### config.mk
export PLATFORM = sky130hd
export DESIGN_NAME = dct_top
export DESIGN_NICKNAME = d
export VERILOG_FILES = /design/src/dct_pkg.sv /design/src/dct_top.sv /design/src/dct_sync.sv /design/src/dct_prescale.sv
export SDC_FILE = /design/constraint.sdc
export NUM_CORES = 1
export LEC_CHECK = 0
export CAP_MARGIN = 20
export CORE_ASPECT_RATIO = 2
export CORE_MARGIN = 8
export CORE_UTILIZATION = 65
export CTS_CLUSTER_SIZE = 24
export DETAILED_ROUTE_END_ITERATION = 6
export DONT_BUFFER_PORTS = 1
export GPL_TIMING_DRIVEN = 0
export HOLD_SLACK_MARGIN = 0.12
export PLACE_DENSITY = 0.86
export SLEW_MARGIN = 20
export SYNTH_ARGS = -nofsm -noshare
export SYNTH_HDL_FRONTEND = slang
export SYNTH_SLANG_ARGS = --single-unit
### constraint.sdc
create_clock -name clk -period 4.5 [get_ports clk]
set_input_delay 0.45 -clock clk [delete_from_list [all_inputs] [get_ports clk]]
set_output_delay 0.45 -clock clk [all_outputs]
set_load 0.01 [all_outputs]
### src/dct_pkg.sv
package dct_pkg;
    // register indices; byte address is four times the index
    localparam logic [7:0] IDX_CTRL = 8'h88;
    localparam logic [7:0] IDX_MODE = 8'h89;
    localparam logic [7:0] IDX_TLA  = 8'h8A;
    localparam logic [7:0] IDX_TLB  = 8'h8B;
    localparam logic [7:0] IDX_THA  = 8'h8C;
    localparam logic [7:0] IDX_THB  = 8'h8D;
    localparam logic [7:0] IDX_CKS  = 8'h8E;
    localparam logic [7:0] IDX_IEN  = 8'h90;
    localparam logic [7:0] IDX_ECFG = 8'h91;
    localparam int         ADDR_W   = 10;
    // timer_control fields
    localparam int TF_B = 7;
    localparam int TR_B = 6;
    localparam int TF_A = 5;
    localparam int TR_A = 4;
    localparam int IE_B = 3;
    localparam int IT_B = 2;
    localparam int IE_A = 1;
    localparam int IT_A = 0;
    // timer_mode_reg fields
    localparam int GATE_B = 7;
    localparam int CT_B   = 6;
    localparam int MODE_B = 4;
    localparam int GATE_A = 3;
    localparam int CT_A   = 2;
    localparam int MODE_A = 0;
    // clock_select_reg fields; bits 7 and 2 read zero
    localparam int         TM_B     = 4;
    localparam int         TM_A     = 3;
    localparam int         SCA      = 0;
    localparam logic [7:0] CKS_MASK = 8'h7B;
    // timer modes
    localparam logic [1:0] MODE_13    = 2'h0;
    localparam logic [1:0] MODE_16    = 2'h1;
    localparam logic [1:0] MODE_RLD   = 2'h2;
    localparam logic [1:0] MODE_SPLIT = 2'h3;
    // prescaler selects and divisors
    localparam logic [1:0] SCA_EXT = 2'h3;
    localparam int         DIV_12  = 12;
    localparam int         DIV_4   = 4;
    localparam int         DIV_48  = 48;
    localparam int         DIV_EXT = 8;
    localparam logic [7:0] RST_VAL = 8'h00;
endpackage

### src/dct_top.sv
// Functional notes
// 13-bit mode keeps eight high bits in high byte, five in low byte.
// software ignores the top three low-byte bits in 13-bit mode.
// 13-bit wrap from all ones to zero sets the overflow flag.
// counter select one counts falling edges on the count pin.
// counter select zero uses system clock or prescaled clock per clock select.
// timer advances only with run set and gate off or irq input active.
// count input levels held two clocks; event rate at most clock/4.
// setting run leaves the count unchanged.
// software loads start values before enabling the timer.
// 16-bit mode uses all sixteen bits of both bytes.
// auto-reload low byte wrap sets flag, reloads from unchanged high byte.
// split mode low byte is 8-bit timer with timer a controls.
// split mode high byte counts internal clocks under timer b run.
// split high byte overflow sets timer b overflow flag.
// in split, timer b ignores count pin, never sets its flag.
// in split, timer b runs in modes 0-2, stops in mode 3.
// overflow flag set by hardware, cleared by software or vectoring.
// interrupt request when overflow flag set and its enable set.
// irq flag set by edge or level; edge clears on vector, level follows.
// type bit zero selects level, one selects edge triggering.
// control register at 0x88, resets to zero, fixed bit layout.
// timer b works like timer a using its own bits and irq input.
// prescale gives clock/12, /4, /48 or external clock/8 synchronised.
// mode field 00 13-bit, 01 16-bit, 10 reload, 11 split/inactive.
// pins synchronised, falling edges from samples, at most one count per clock.
//
// Design decision made here: register access over Avalon-MM.
`timescale 1ns/1ps
module dct_top (
    input  wire logic        clk,
    input  wire logic        rst_n,
    input  wire logic [9:0]  address,
    input  wire logic        read,
    input  wire logic        write,
    input  wire logic [31:0] writedata,
    input  wire logic [3:0]  byteenable,
    output logic      [31:0] readdata,
    output logic             waitrequest,
    input  wire logic        timer_a_count_pin,
    input  wire logic        timer_b_count_pin,
    input  wire logic        ext_irq_a_input,
    input  wire logic        ext_irq_b_input,
    input  wire logic        ext_clk_pin,
    input  wire logic        timer_a_vector_ack,
    input  wire logic        timer_b_vector_ack,
    input  wire logic        ext_irq_a_vector_ack,
    input  wire logic        ext_irq_b_vector_ack,
    output logic             timer_a_irq,
    output logic             timer_b_irq,
    output logic             ext_irq_a_flag,
    output logic             ext_irq_b_flag,
    output logic             timer_b_overflow
);
    logic        rst_meta_ff;
    logic        rst_s_n_ff;
    logic [4:0]  pin_s;
    logic [4:0]  prev_ff;
    logic        ptick;
    logic [7:0]  timer_control_ff;
    logic [7:0]  timer_mode_reg_ff;
    logic [7:0]  clock_select_reg_ff;
    logic [7:0]  tla_ff;
    logic [7:0]  tha_ff;
    logic [7:0]  tlb_ff;
    logic [7:0]  thb_ff;
    logic [1:0]  irq_enable_ff;
    logic [1:0]  ext_irq_config_ff;
    logic        rd_done_ff;
    logic [31:0] readdata_ff;
    logic        tb_ovf_ff;
    logic [7:0]  nxt_timer_control;
    logic [7:0]  nxt_timer_mode_reg;
    logic [7:0]  nxt_clock_select_reg;
    logic [7:0]  nxt_tla;
    logic [7:0]  nxt_tha;
    logic [7:0]  nxt_tlb;
    logic [7:0]  nxt_thb;
    logic [1:0]  nxt_irq_enable;
    logic [1:0]  nxt_ext_irq_config;
    logic        nxt_rd_done;
    logic [31:0] nxt_readdata;
    logic        nxt_tb_ovf;
    logic [7:0]  idx;
    logic [7:0]  wbyte;
    logic        wr;
    logic [7:0]  rmux;
    logic        act_a;
    logic        act_b;
    logic        act_a_prev;
    logic        act_b_prev;
    logic        fall_a;
    logic        fall_b;
    logic        split;
    logic [1:0]  mode_b;
    logic        run_a;
    logic        run_b;
    logic        inc_a;
    logic        inc_b;
    logic        inc_h;
    logic        ovf_a;
    logic        ovf_b;
    logic        ovf_h;
    logic [16:0] step_a;
    logic [16:0] step_b;
    logic [8:0]  sum_l;
    logic [8:0]  sum_h;

    // counting step for modes 0-2: {overflow, high, low}
    function automatic logic [16:0] dct_step(input logic [1:0] m,
                                             input logic [7:0] h,
                                             input logic [7:0] l);
        logic [13:0] c13;
        logic [16:0] c16;
        logic [8:0]  c8;
        c13 = {1'b0, h, l[4:0]} + 14'h0001;
        c16 = {1'b0, h, l} + 17'h0_0001;
        c8  = {1'b0, l} + 9'h001;
        case (m)
            dct_pkg::MODE_13: dct_step = {c13[13], c13[12:5], l[7:5], c13[4:0]};
            dct_pkg::MODE_16: dct_step = c16;
            default:          dct_step = {c8[8], h, c8[8] ? h : c8[7:0]};
        endcase
    endfunction

    // reset release through two flip-flops
    always_ff @(posedge clk or negedge rst_n) begin
        if (!rst_n) begin
            rst_meta_ff <= 1'b0;
            rst_s_n_ff  <= 1'b0;
        end else begin
            rst_meta_ff <= 1'b1;
            rst_s_n_ff  <= rst_meta_ff;
        end
    end

    dct_sync #(
        .WIDTH (5)
    ) u_sync (
        .clk   (clk),
        .rst_n (rst_s_n_ff),
        .din   ({ext_clk_pin, ext_irq_b_input, ext_irq_a_input,
                 timer_b_count_pin, timer_a_count_pin}),
        .dout  (pin_s)
    );

    // previous synchronised samples for edge detection
    always_ff @(posedge clk or negedge rst_s_n_ff) begin
        if (!rst_s_n_ff) begin
            prev_ff <= '0;
        end else begin
            prev_ff <= pin_s;
        end
    end

    dct_prescale #(
        .CNT_W (6)
    ) u_presc (
        .clk      (clk),
        .rst_n    (rst_s_n_ff),
        .sel      (clock_select_reg_ff[dct_pkg::SCA +: 2]),
        .ext_edge (pin_s[4] & ~prev_ff[4]),
        .tick     (ptick)
    );

    // bus decode: one word per register, low byte carries data
    always_comb begin
        idx   = address[9:2];
        wbyte = writedata[7:0];
        wr    = write & byteenable[0];
        if (idx == dct_pkg::IDX_CTRL) begin
            rmux = timer_control_ff;
        end else if (idx == dct_pkg::IDX_MODE) begin
            rmux = timer_mode_reg_ff;
        end else if (idx == dct_pkg::IDX_TLA) begin
            rmux = tla_ff;
        end else if (idx == dct_pkg::IDX_TLB) begin
            rmux = tlb_ff;
        end else if (idx == dct_pkg::IDX_THA) begin
            rmux = tha_ff;
        end else if (idx == dct_pkg::IDX_THB) begin
            rmux = thb_ff;
        end else if (idx == dct_pkg::IDX_CKS) begin
            rmux = clock_select_reg_ff;
        end else if (idx == dct_pkg::IDX_IEN) begin
            rmux = {6'h00, irq_enable_ff};
        end else if (idx == dct_pkg::IDX_ECFG) begin
            rmux = {6'h00, ext_irq_config_ff};
        end else begin
            rmux = 8'h00; // unmapped reads zero
        end
        // reads take one wait cycle so read data come from a register
        nxt_rd_done  = read & ~rd_done_ff;
        nxt_readdata = (read & ~rd_done_ff) ? {24'h00_0000, rmux} : readdata_ff;
    end

    // timer engines
    always_comb begin
        act_a      = ext_irq_config_ff[0] ? pin_s[2] : ~pin_s[2];
        act_b      = ext_irq_config_ff[1] ? pin_s[3] : ~pin_s[3];
        act_a_prev = ext_irq_config_ff[0] ? prev_ff[2] : ~prev_ff[2];
        act_b_prev = ext_irq_config_ff[1] ? prev_ff[3] : ~prev_ff[3];
        fall_a     = prev_ff[0] & ~pin_s[0];
        fall_b     = prev_ff[1] & ~pin_s[1];
        split      = timer_mode_reg_ff[dct_pkg::MODE_A +: 2] == dct_pkg::MODE_SPLIT;
        mode_b     = timer_mode_reg_ff[dct_pkg::MODE_B +: 2];
        run_a      = timer_control_ff[dct_pkg::TR_A]
                   & (~timer_mode_reg_ff[dct_pkg::GATE_A] | act_a);
        inc_a      = run_a & (timer_mode_reg_ff[dct_pkg::CT_A] ? fall_a
                   : (clock_select_reg_ff[dct_pkg::TM_A] | ptick));
        if (split) begin
            // run follows the mode field, no pin and no gate
            run_b = mode_b != dct_pkg::MODE_SPLIT;
            inc_b = run_b & (clock_select_reg_ff[dct_pkg::TM_B] | ptick);
        end else begin
            run_b = timer_control_ff[dct_pkg::TR_B]
                  & (~timer_mode_reg_ff[dct_pkg::GATE_B] | act_b)
                  & (mode_b != dct_pkg::MODE_SPLIT);
            inc_b = run_b & (timer_mode_reg_ff[dct_pkg::CT_B] ? fall_b
                  : (clock_select_reg_ff[dct_pkg::TM_B] | ptick));
        end
        inc_h   = split & timer_control_ff[dct_pkg::TR_B]
                & (clock_select_reg_ff[dct_pkg::TM_A] | ptick);
        step_a  = dct_step(timer_mode_reg_ff[dct_pkg::MODE_A +: 2], tha_ff, tla_ff);
        step_b  = dct_step(mode_b, thb_ff, tlb_ff);
        sum_l   = {1'b0, tla_ff} + 9'h001;
        sum_h   = {1'b0, tha_ff} + 9'h001;
        nxt_tla = tla_ff;
        nxt_tha = tha_ff;
        nxt_tlb = tlb_ff;
        nxt_thb = thb_ff;
        ovf_a   = 1'b0;
        ovf_b   = 1'b0;
        ovf_h   = 1'b0;
        if (inc_a && split) begin
            {ovf_a, nxt_tla} = sum_l;
        end else if (inc_a) begin
            {ovf_a, nxt_tha, nxt_tla} = step_a;
        end
        if (inc_h) begin
            {ovf_h, nxt_tha} = sum_h;
        end
        if (inc_b) begin
            {ovf_b, nxt_thb, nxt_tlb} = step_b;
        end
        // a software byte write wins over a count in the same cycle
        if (wr && idx == dct_pkg::IDX_TLA) nxt_tla = wbyte;
        if (wr && idx == dct_pkg::IDX_THA) nxt_tha = wbyte;
        if (wr && idx == dct_pkg::IDX_TLB) nxt_tlb = wbyte;
        if (wr && idx == dct_pkg::IDX_THB) nxt_thb = wbyte;
        // timer b overflow still reaches baud logic while split
        nxt_tb_ovf = ovf_b;
    end

    // configuration registers and control flags; hardware sets win over clears
    always_comb begin
        nxt_timer_mode_reg   = timer_mode_reg_ff;
        nxt_clock_select_reg = clock_select_reg_ff;
        nxt_irq_enable       = irq_enable_ff;
        nxt_ext_irq_config   = ext_irq_config_ff;
        nxt_timer_control    = timer_control_ff;
        if (wr && idx == dct_pkg::IDX_MODE) nxt_timer_mode_reg = wbyte;
        if (wr && idx == dct_pkg::IDX_CKS) nxt_clock_select_reg = wbyte & dct_pkg::CKS_MASK;
        if (wr && idx == dct_pkg::IDX_IEN) nxt_irq_enable = wbyte[1:0];
        if (wr && idx == dct_pkg::IDX_ECFG) nxt_ext_irq_config = wbyte[1:0];
        if (wr && idx == dct_pkg::IDX_CTRL) nxt_timer_control = wbyte;
        if (timer_a_vector_ack) nxt_timer_control[dct_pkg::TF_A] = 1'b0;
        if (timer_b_vector_ack) nxt_timer_control[dct_pkg::TF_B] = 1'b0;
        if (ovf_a) nxt_timer_control[dct_pkg::TF_A] = 1'b1;
        if (split ? ovf_h : ovf_b) nxt_timer_control[dct_pkg::TF_B] = 1'b1;
        // edge mode: sticky, cleared by vector; level mode: follows input
        if (timer_control_ff[dct_pkg::IT_A]) begin
            if (ext_irq_a_vector_ack) nxt_timer_control[dct_pkg::IE_A] = 1'b0;
            if (act_a && !act_a_prev) nxt_timer_control[dct_pkg::IE_A] = 1'b1;
        end else begin
            nxt_timer_control[dct_pkg::IE_A] = act_a;
        end
        if (timer_control_ff[dct_pkg::IT_B]) begin
            if (ext_irq_b_vector_ack) nxt_timer_control[dct_pkg::IE_B] = 1'b0;
            if (act_b && !act_b_prev) nxt_timer_control[dct_pkg::IE_B] = 1'b1;
        end else begin
            nxt_timer_control[dct_pkg::IE_B] = act_b;
        end
    end

    // register stage for all state
    always_ff @(posedge clk or negedge rst_s_n_ff) begin
        if (!rst_s_n_ff) begin
            timer_control_ff    <= dct_pkg::RST_VAL;
            timer_mode_reg_ff   <= dct_pkg::RST_VAL;
            clock_select_reg_ff <= dct_pkg::RST_VAL;
            tla_ff              <= dct_pkg::RST_VAL;
            tha_ff              <= dct_pkg::RST_VAL;
            tlb_ff              <= dct_pkg::RST_VAL;
            thb_ff              <= dct_pkg::RST_VAL;
            irq_enable_ff       <= 2'h0;
            ext_irq_config_ff   <= 2'h0;
            rd_done_ff          <= 1'b0;
            readdata_ff         <= 32'h0000_0000;
            tb_ovf_ff           <= 1'b0;
        end else begin
            timer_control_ff    <= nxt_timer_control;
            timer_mode_reg_ff   <= nxt_timer_mode_reg;
            clock_select_reg_ff <= nxt_clock_select_reg;
            tla_ff              <= nxt_tla;
            tha_ff              <= nxt_tha;
            tlb_ff              <= nxt_tlb;
            thb_ff              <= nxt_thb;
            irq_enable_ff       <= nxt_irq_enable;
            ext_irq_config_ff   <= nxt_ext_irq_config;
            rd_done_ff          <= nxt_rd_done;
            readdata_ff         <= nxt_readdata;
            tb_ovf_ff           <= nxt_tb_ovf;
        end
    end

    // outputs; requests are levels held by the flags
    assign readdata         = readdata_ff;
    assign waitrequest      = read & ~rd_done_ff;
    assign timer_a_irq      = timer_control_ff[dct_pkg::TF_A] & irq_enable_ff[0];
    assign timer_b_irq      = timer_control_ff[dct_pkg::TF_B] & irq_enable_ff[1];
    assign ext_irq_a_flag   = timer_control_ff[dct_pkg::IE_A];
    assign ext_irq_b_flag   = timer_control_ff[dct_pkg::IE_B];
    assign timer_b_overflow = tb_ovf_ff;
endmodule // dct_top

### src/dct_sync.sv
`timescale 1ns/1ps
// two-stage synchroniser bank for pin inputs
module dct_sync #(
    parameter int WIDTH = 1
) (
    input  wire logic             clk,
    input  wire logic             rst_n,
    input  wire logic [WIDTH-1:0] din,
    output logic      [WIDTH-1:0] dout
);
    logic [WIDTH-1:0] meta_ff;
    logic [WIDTH-1:0] sync_ff;

    if (WIDTH < 1) begin : g_bad
        $error("dct_sync: WIDTH must be at least 1");
    end

    // first stage feeds only the second stage
    always_ff @(posedge clk or negedge rst_n) begin
        if (!rst_n) begin
            meta_ff <= '0;
            sync_ff <= '0;
        end else begin
            meta_ff <= din;
            sync_ff <= meta_ff;
        end
    end

    assign dout = sync_ff;
endmodule // dct_sync

### src/dct_prescale.sv
`timescale 1ns/1ps
// shared prescaled clock enable for both timers
module dct_prescale #(
    parameter int CNT_W = 6
) (
    input  wire logic       clk,
    input  wire logic       rst_n,
    input  wire logic [1:0] sel,
    input  wire logic       ext_edge,
    output logic            tick
);
    logic [CNT_W-1:0] cnt_ff;
    logic [CNT_W-1:0] nxt_cnt;
    logic [CNT_W-1:0] limit;
    logic             tick_ff;
    logic             nxt_tick;
    logic             step;

    if ((1 << CNT_W) < dct_pkg::DIV_48) begin : g_bad
        $error("dct_prescale: CNT_W too small for largest divisor");
    end

    // divisor select; external source counts synchronised rising edges
    always_comb begin
        case (sel)
            2'h0:    limit = CNT_W'(dct_pkg::DIV_12 - 1);
            2'h1:    limit = CNT_W'(dct_pkg::DIV_4 - 1);
            2'h2:    limit = CNT_W'(dct_pkg::DIV_48 - 1);
            default: limit = CNT_W'(dct_pkg::DIV_EXT - 1);
        endcase
        step     = (sel == dct_pkg::SCA_EXT) ? ext_edge : 1'b1;
        nxt_cnt  = cnt_ff;
        nxt_tick = 1'b0;
        if (step) begin
            if (cnt_ff >= limit) begin
                nxt_cnt  = '0;
                nxt_tick = 1'b1;
            end else begin
                nxt_cnt = cnt_ff + CNT_W'(1);
            end
        end
    end

    always_ff @(posedge clk or negedge rst_n) begin
        if (!rst_n) begin
            cnt_ff  <= '0;
            tick_ff <= 1'b0;
        end else begin
            cnt_ff  <= nxt_cnt;
            tick_ff <= nxt_tick;
        end
    end

    assign tick = tick_ff;
endmodule // dct_prescale

==> flow_summary.json, run 1 <==
{
  "status": "completed",
  "place_area_um2": 6115,
  "cap_viol_max_count": 0,
  "h-tree-depth": 3,
  "ys_ff_latch": 92,
  "die_w_um": 83.20,
  "critPathSlowestCell": "dfrtp_1",
  "ys_warn_count": 0,
  "synthTopCellsByCount": "92 x dfrtp_1, 51 x nand2_1, 45 x o21ai_0, 40 x nor2_1, 31 x clkbuf_1",
  "worstPathArrival_ns": 2.76,
  "track_usage_pct": 32.83,
  "firstDrtPassIters": 6,
  "relSlewSlack_pct": 43.16,
  "drc_errors": 0,
  "fin_nets": 752,
  "yosysMostFrequentCell": "dfrtp_1",
  "grt_pass1_vias": 5659,
  "peakVddDrop_v": 0.0004136,
  "ant_nets": 0,
  "timing.fmax_ghz": 0.3956,
  "async_flop_share_pct": 100.0,
  "endpoint": "tha_ff[5]$_DFFE_PN0P_",
  "synthTopCellsByArea": "dfrtp_1 39%, o21ai_0 3.8%, mux2_2 3.5%, nand2_1 3.3%, mux2i_1 3.1%",
  "critPathMaxFanout": 9,
  "rsz0062_at_grt": "false",
  "p_per_area_nw_per_um2": 352.7,
  "grt_pass1_wl_mm": 31.71,
  "gp_congestion": 1.031,
  "drt-total-wl_mm": 20.24,
  "cts_root_buffer": "clkbuf_16",
  "worst_hold_slack_ns": 0.1739,
  "regArea_um2": 2306,
  "cts_buffers": 9,
  "slew_violations": 0,
  "yosysTopAreaCell": "dfrtp_1",
  "io_buffers": 0,
  "setup_viol": 0,
  "post-cts-setup-buffers": 0,
  "slowest_delay_ns": 0.62,
  "hold_class": "in2reg",
  "hold_viol_final": 0,
  "vias": 5518,
  "start_util_pct": 66.02,
  "synth-main-ff-cell": "dfrtp_1",
  "ys_seq_area_share_pct": 39.22,
  "synth.distinct_cells": 75,
  "power_leakage_uw": 0.002815,
  "synth_edf_count": 0,
  "clock_tree.buffer_depth": 2,
  "worst_pin_slew_ns": 0.8526,
  "period_minus_slack_ns": 2.528,
  "reg2reg_depth": 6,
  "cts.sinks": 92,
  "antennaDiodeCount": 0,
  "dpl.hpwl_mm": 14.92,
  "antenna_found_initial": 0,
  "core_area_um2": 8890,
  "period_share_pct": 56.17,
  "num_rows": 49,
  "crit_start": "tla_ff[0]$_DFFE_PN0P_",
  "finalSetupTns_ns": 0,
  "drive_above_1_share_pct": 12.30,
  "fin_skew_ns": 0.007835,
  "syn_area_um2": 5869,
  "avgViaCountPerCell": 6.958,
  "overflow": 0,
  "r2r_setup_slack_ns": 1.97,
  "drtIter0Drc": 546,
  "syn_area_per_cell_um2": 9.100,
  "fin_util_pct": 72.96,
  "cts_hold_buf": 6,
  "wl_per_cell_um": 25.52,
  "path_clk_slew_ns": 0.07,
  "post_cts_resized": 0,
  "die_area_um2": 12510,
  "worstReg2RegEnd": "tha_ff[5]$_DFFE_PN0P_",
  "worstSetupStartpointType": "flip-flop",
  "num_io_pins": 97,
  "fin_area_um2": 6486,
  "syn_inst": 645,
  "clock_latency_ns": 0.36,
  "endpoint_kind": "flip-flop",
  "fp.dieH_um": 150.4,
  "cts_tree": "yes",
  "synthToLayoutAreaGrowth_pct": 10.51,
  "cp_data_required_time_ns": 4.74,
  "grt_max_degree": 56,
  "path_cells": "ha_1 > nand4_1 > a2111oi_0 > a221oi_1 > a211oi_1 > o21ai_0",
  "crit_type": "reg2reg",
  "timing.rr.start": "tla_ff[0]$_DFFE_PN0P_",
  "fill_cells": 687,
  "synth_top_cell_area_share_pct": 39.22,
  "multi_input_area_um2": 3231
}
## layout by cell type, fill, tap and decap left out, types with 7 or more instances in the layout
cell type,netlist,final
clkbuf_1,31,31
nor2b_1,10,10
nand4_1,11,11
nand2_1,51,51
clkbuf_16,0,9
o211ai_1,10,10
dfrtp_1,92,91
a211oi_1,10,10
inv_1,20,20
and3_1,9,9
o21ai_0,45,45
ha_1,7,7
xnor2_1,8,8
nor4_1,7,7
mux2i_1,18,18
and2_1,9,9
a21o_1,7,7
conb_1,2,25
nor3_1,12,12
a21oi_1,27,27
and4_1,7,7
nor2_1,40,40
buf_4,24,24
nand3_1,16,16
mux2_2,18,18
mux2_1,7,7
a221oi_1,10,10
a31oi_1,16,16
buf_2,7,7
o31ai_1,9,9
## sequential cells by signal, indices dropped and copies added (netlist names), 2 cells and up
signal	count
timer_control_ff	8
ext_irq_config_ff	2
thb_ff	8
tha_ff	8
readdata	8
tla_ff	8
irq_enable_ff	2
tlb_ff	8
prev_ff	5
u_sync.dout	5
timer_mode_reg_ff	8
u_presc.cnt_ff	6
u_sync.meta_ff	5
clock_select_reg_ff	6
## how the worst min path moves through the flow
| stage | startpoint | endpoint | slack [ns] | cells after the start |
|---|---|---|---|---|
| 2_1_floorplan | rst_n | rst_meta_ff$_DFF_PN0_ | 0.15 | 0 |
| 3_3_place_gp | rst_n | rst_meta_ff$_DFF_PN0_ | 0.15 | 0 |
| 3_5_place_dp | rst_n | rst_meta_ff$_DFF_PN0_ | 0.15 | 0 |
| 4_1_cts | timer_a_vector_ack | timer_control_ff[5]$_DFFE_PN0P_ | 0.17 | 1 |
| 5_1_grt | timer_a_vector_ack | timer_control_ff[5]$_DFFE_PN0P_ | 0.18 | 1 |
| 6_report | timer_a_vector_ack | timer_control_ff[5]$_DFFE_PN0P_ | 0.17 | 1 |
## worst max-delay path, delay by kind of cell (launching register included)
family	cells	cell delay (ns)
flip-flops	1	0.62
adder cells (fa/ha/maj)	1	0.33
AND/OR/NAND/NOR	1	0.43
AO/OA/AOI/OAI	4	1.03
## per-layer routing
metal / global-route usage [%] / share of wire, % / wire length, µm / vias up
met1: 31.53 / 32 / 6486 / 2656
met2: 58.35 / 52 / 10590 / 299
li1: - / - / - / 2454
met4: 27.35 / 8.4 / 1692 / 0
met3: 7.259 / 7.3 / 1474 / 109
met5: 0 / 0 / 0 / -
## power by group
part | internal (µW) | switching, µW
Sequential | 897 | 99.9
Combinational | 202 | 300
Clock | 402 | 387
Total | 1500 | 787
## cell type report
cell class                      instances  share of cell area [%]
Buffer                                 64                   5.363
Clock buffer                            9                   3.472
Clock inverter                          7                   1.331
Inverter                               20                   1.157
Multi-Input combinational cell        492                   49.81
Sequential cell                        92                   35.55
Tap cell                              102                   1.968
Timing Repair Buffer                    7                   1.350
## per-stage QoR
stage	cells	setup slack, ns	power [µW]
2_1_floorplan	668	1.748	1341
3_3_place_gp	770	0.8408	1453
3_5_place_dp	771	2.120	1485
4_1_cts	793	2.110	2267
5_1_grt	793	1.893	2370
6_report	793	1.972	2288
## cells by family after synthesis
logic type                 synth area share [%]
and+or+nand+nor                           19.59
xor gates and xnor gates                  1.940
other                                    0.1280
adders and majority gates                 1.492
DFF                                       39.22
muxes                                     7.866
AOI/OAI and AO/OA                         22.55
buffers and inverters                     7.205
Power figures use the tool's default switching activity.
==> inputs of run 2 (changes only) <==
--- a/config.mk
+++ b/config.mk
@@ -8,13 +8,13 @@
 export CAP_MARGIN = 20
 export CORE_ASPECT_RATIO = 2
 export CORE_MARGIN = 8
-export CORE_UTILIZATION = 65
+export CORE_UTILIZATION = 64
 export CTS_CLUSTER_SIZE = 24
 export DETAILED_ROUTE_END_ITERATION = 6
 export DONT_BUFFER_PORTS = 1
 export GPL_TIMING_DRIVEN = 0
 export HOLD_SLACK_MARGIN = 0.12
-export PLACE_DENSITY = 0.86
+export PLACE_DENSITY = 0.85
 export SLEW_MARGIN = 20
 export SYNTH_ARGS = -nofsm -noshare
 export SYNTH_HDL_FRONTEND = slang
==> constraint.sdc (replaced) <==
create_clock -name clk -period 2.48 [get_ports clk]
set_input_delay 0.248 -clock clk [delete_from_list [all_inputs] [get_ports clk]]
set_output_delay 0.248 -clock clk [all_outputs]
set_load 0.01 [all_outputs]
==> run 2 against run 1 <==
Utilization grew 0.63 points. Worst hold slack worse by 0.043 ns. Flip-flop and latch count unchanged. Wire length fell by 1.9%. Critical path type unchanged. Worst setup slack lost 1.9 ns. Cell count rose by 1.4%. Power is 82% higher. Clock skew grew 0.0042 ns. Critical path depth unchanged. Global-route usage down 1.5 points. First-iteration DRC count fell by 12%.
==> flow_summary.json, run 2 (synthesis gave the netlist of run 1 again) <==
{
  "worst_pin_slew_ns": 0.8746,
  "clock_latency_ns": 0.36,
  "relSlewSlack_pct": 41.69,
  "overflow": 0,
  "endpoint_kind": "flip-flop",
  "gp_congestion": 1.041,
  "slew_violations": 0,
  "finalSetupTns_ns": 0,
  "crit_type": "reg2reg",
  "num_io_pins": 97,
  "hold_viol_final": 0,
  "clock_tree.buffer_depth": 2,
  "timing.fmax_ghz": 0.4178,
  "drive_above_1_share_pct": 12.39,
  "antennaDiodeCount": 0,
  "grt_pass1_vias": 5723,
  "critPathSlowestCell": "dfrtp_1",
  "cts.sinks": 92,
  "cp_data_required_time_ns": 2.71,
  "fin_skew_ns": 0.01205,
  "p_per_area_nw_per_um2": 630.9,
  "track_usage_pct": 31.36,
  "dpl.hpwl_mm": 14.79,
  "setup_viol": 0,
  "avgViaCountPerCell": 6.937,
  "post-cts-setup-buffers": 0,
  "critPathMaxFanout": 10,
  "slowest_delay_ns": 0.56,
  "drtIter0Drc": 478,
  "final_cell_mix": "89 x dfrtp_1, 51 x nand2_1, 45 x o21ai_0",
  "cts_tree": "yes",
  "power.total_uw": 4156,
  "num_rows": 49,
  "h-tree-depth": 3,
  "hold_class": "in2async",
  "cts_root_buffer": "clkbuf_16",
  "fin_nets": 763,
  "antenna_found_initial": 0,
  "fin_area_um2": 6588,
  "path_clk_slew_ns": 0.07,
  "status": "completed",
  "cts_buffers": 9,
  "core_area_um2": 8951,
  "cap_viol_max_count": 0,
  "worstSetupStartpointType": "flip-flop",
  "peakVddDrop_v": 0.0006457,
  "firstDrtPassIters": 5,
  "synthToLayoutAreaGrowth_pct": 12.24,
  "drc_errors": 0,
  "place_area_um2": 6115,
  "final_common_cell": "dfrtp_1",
  "vias": 5577,
  "grt_max_degree": 47,
  "drt-total-wl_mm": 19.86,
  "path_cells": "clkbuf_1 > nor2_1 > a2111oi_0 > a221oi_1 > a211oi_1 > o21ai_0",
  "start_util_pct": 65.57,
  "period_share_pct": 96.51,
  "power_leakage_uw": 0.002853,
  "fp.dieH_um": 151.4,
  "rsz0062_at_grt": "false",
  "die_w_um": 83.72,
  "ant_nets": 0,
  "grt_pass1_wl_mm": 30.92,
  "io_buffers": 0,
  "die_area_um2": 12680,
  "worstPathArrival_ns": 2.62,
  "period_minus_slack_ns": 2.394,
  "wl_per_cell_um": 24.70
}
-- run 2: cell types whose count changed in the layout (fill, tap and decap cells not counted) --
cell / before / now
clkinv_4: 0 / 1
clkinv_8: 2 / 0
clkinvlp_4: 0 / 1
dfrtp_1: 91 / 89
dfrtp_2: 0 / 2
dlygate4sd3_1: 6 / 17
inv_6: 3 / 1
inv_8: 1 / 3
-- run 2: area by class of cell --
cell class	count	area, µm²
buffer	64	347.8
tap	102	127.6
clock buffer	9	225.2
fill	661	2364
timing repair buffer	18	197.7
sequential	92	2308
clock inverter	7	75.07
inverter	20	75.07
multi-input combinational	492	3231
-- run 2: critical path: cells and delay by family (launching register included) --
kind / cells / cell delay (ns)
AOI/OAI and AO/OA: 4 / 0.96
buffers and inverters: 1 / 0.50
and+or+nand+nor: 1 / 0.25
DFF: 1 / 0.56
-- run 2: worst paths after layout --
check | slack [ns] | cells after the start | endpoint | startpoint
setup / recovery | 0.09 | 6 | tha_ff[5]$_DFFE_PN0P_ | timer_mode_reg_ff[1]$_DFFE_PN0P_
hold / removal | 0.13 | 1 | rst_s_n_ff$_DFF_PN0_ | rst_n
setup reg to reg | 0.09 | 6 | tha_ff[5]$_DFFE_PN0P_ | timer_mode_reg_ff[1]$_DFFE_PN0P_
hold reg to reg | 0.35 | 0 | u_sync.dout[0]$_DFF_PN0_ | u_sync.meta_ff[0]$_DFF_PN0_
max in group asynchronous | 1.45 | 1 | tla_ff[1]$_DFFE_PN0P_ | rst_s_n_ff$_DFF_PN0_
min in group clk | 0.14 | 2 | timer_control_ff[7]$_DFFE_PN0P_ | writedata[7]
-- run 2: where the power goes --
part	total (µW)	switching, µW	leakage (µW)	internal (µW)
sequential	1810	181	0.00109	1630
combinational	931	553	0.00162	378
clock	1420	695	0.000145	721
-- run 2: routing by layer --
layer	part of all wire, %	global-route usage [%]
met1	33	29.29
met2	50	53.74
met3	7.0	8.239
met4	9.6	30.52
met5	0	0
-- run 2: repair_timing --
item / 4_1_cts / 5_1_grt
hold buffers: 17 / 0
endpoints found under the setup margin: 0 / 3
gates resized for setup: 0 / 2
endpoints found under the hold margin: 53 / 0
-- run 2: metrics by stage --
step	hold slack, ns	util, %	worst slack [ns]	std cells
after floorplan	-0.04759	-	0.5121	668
after global placement	-0.04753	67.98	0.2025	770
after detailed placement	-0.04749	68.31	0.1472	771
after CTS	0.1261	73.57	0.1210	804
after global routing	0.1336	73.60	0.02265	804
final	0.1309	73.60	0.08643	804
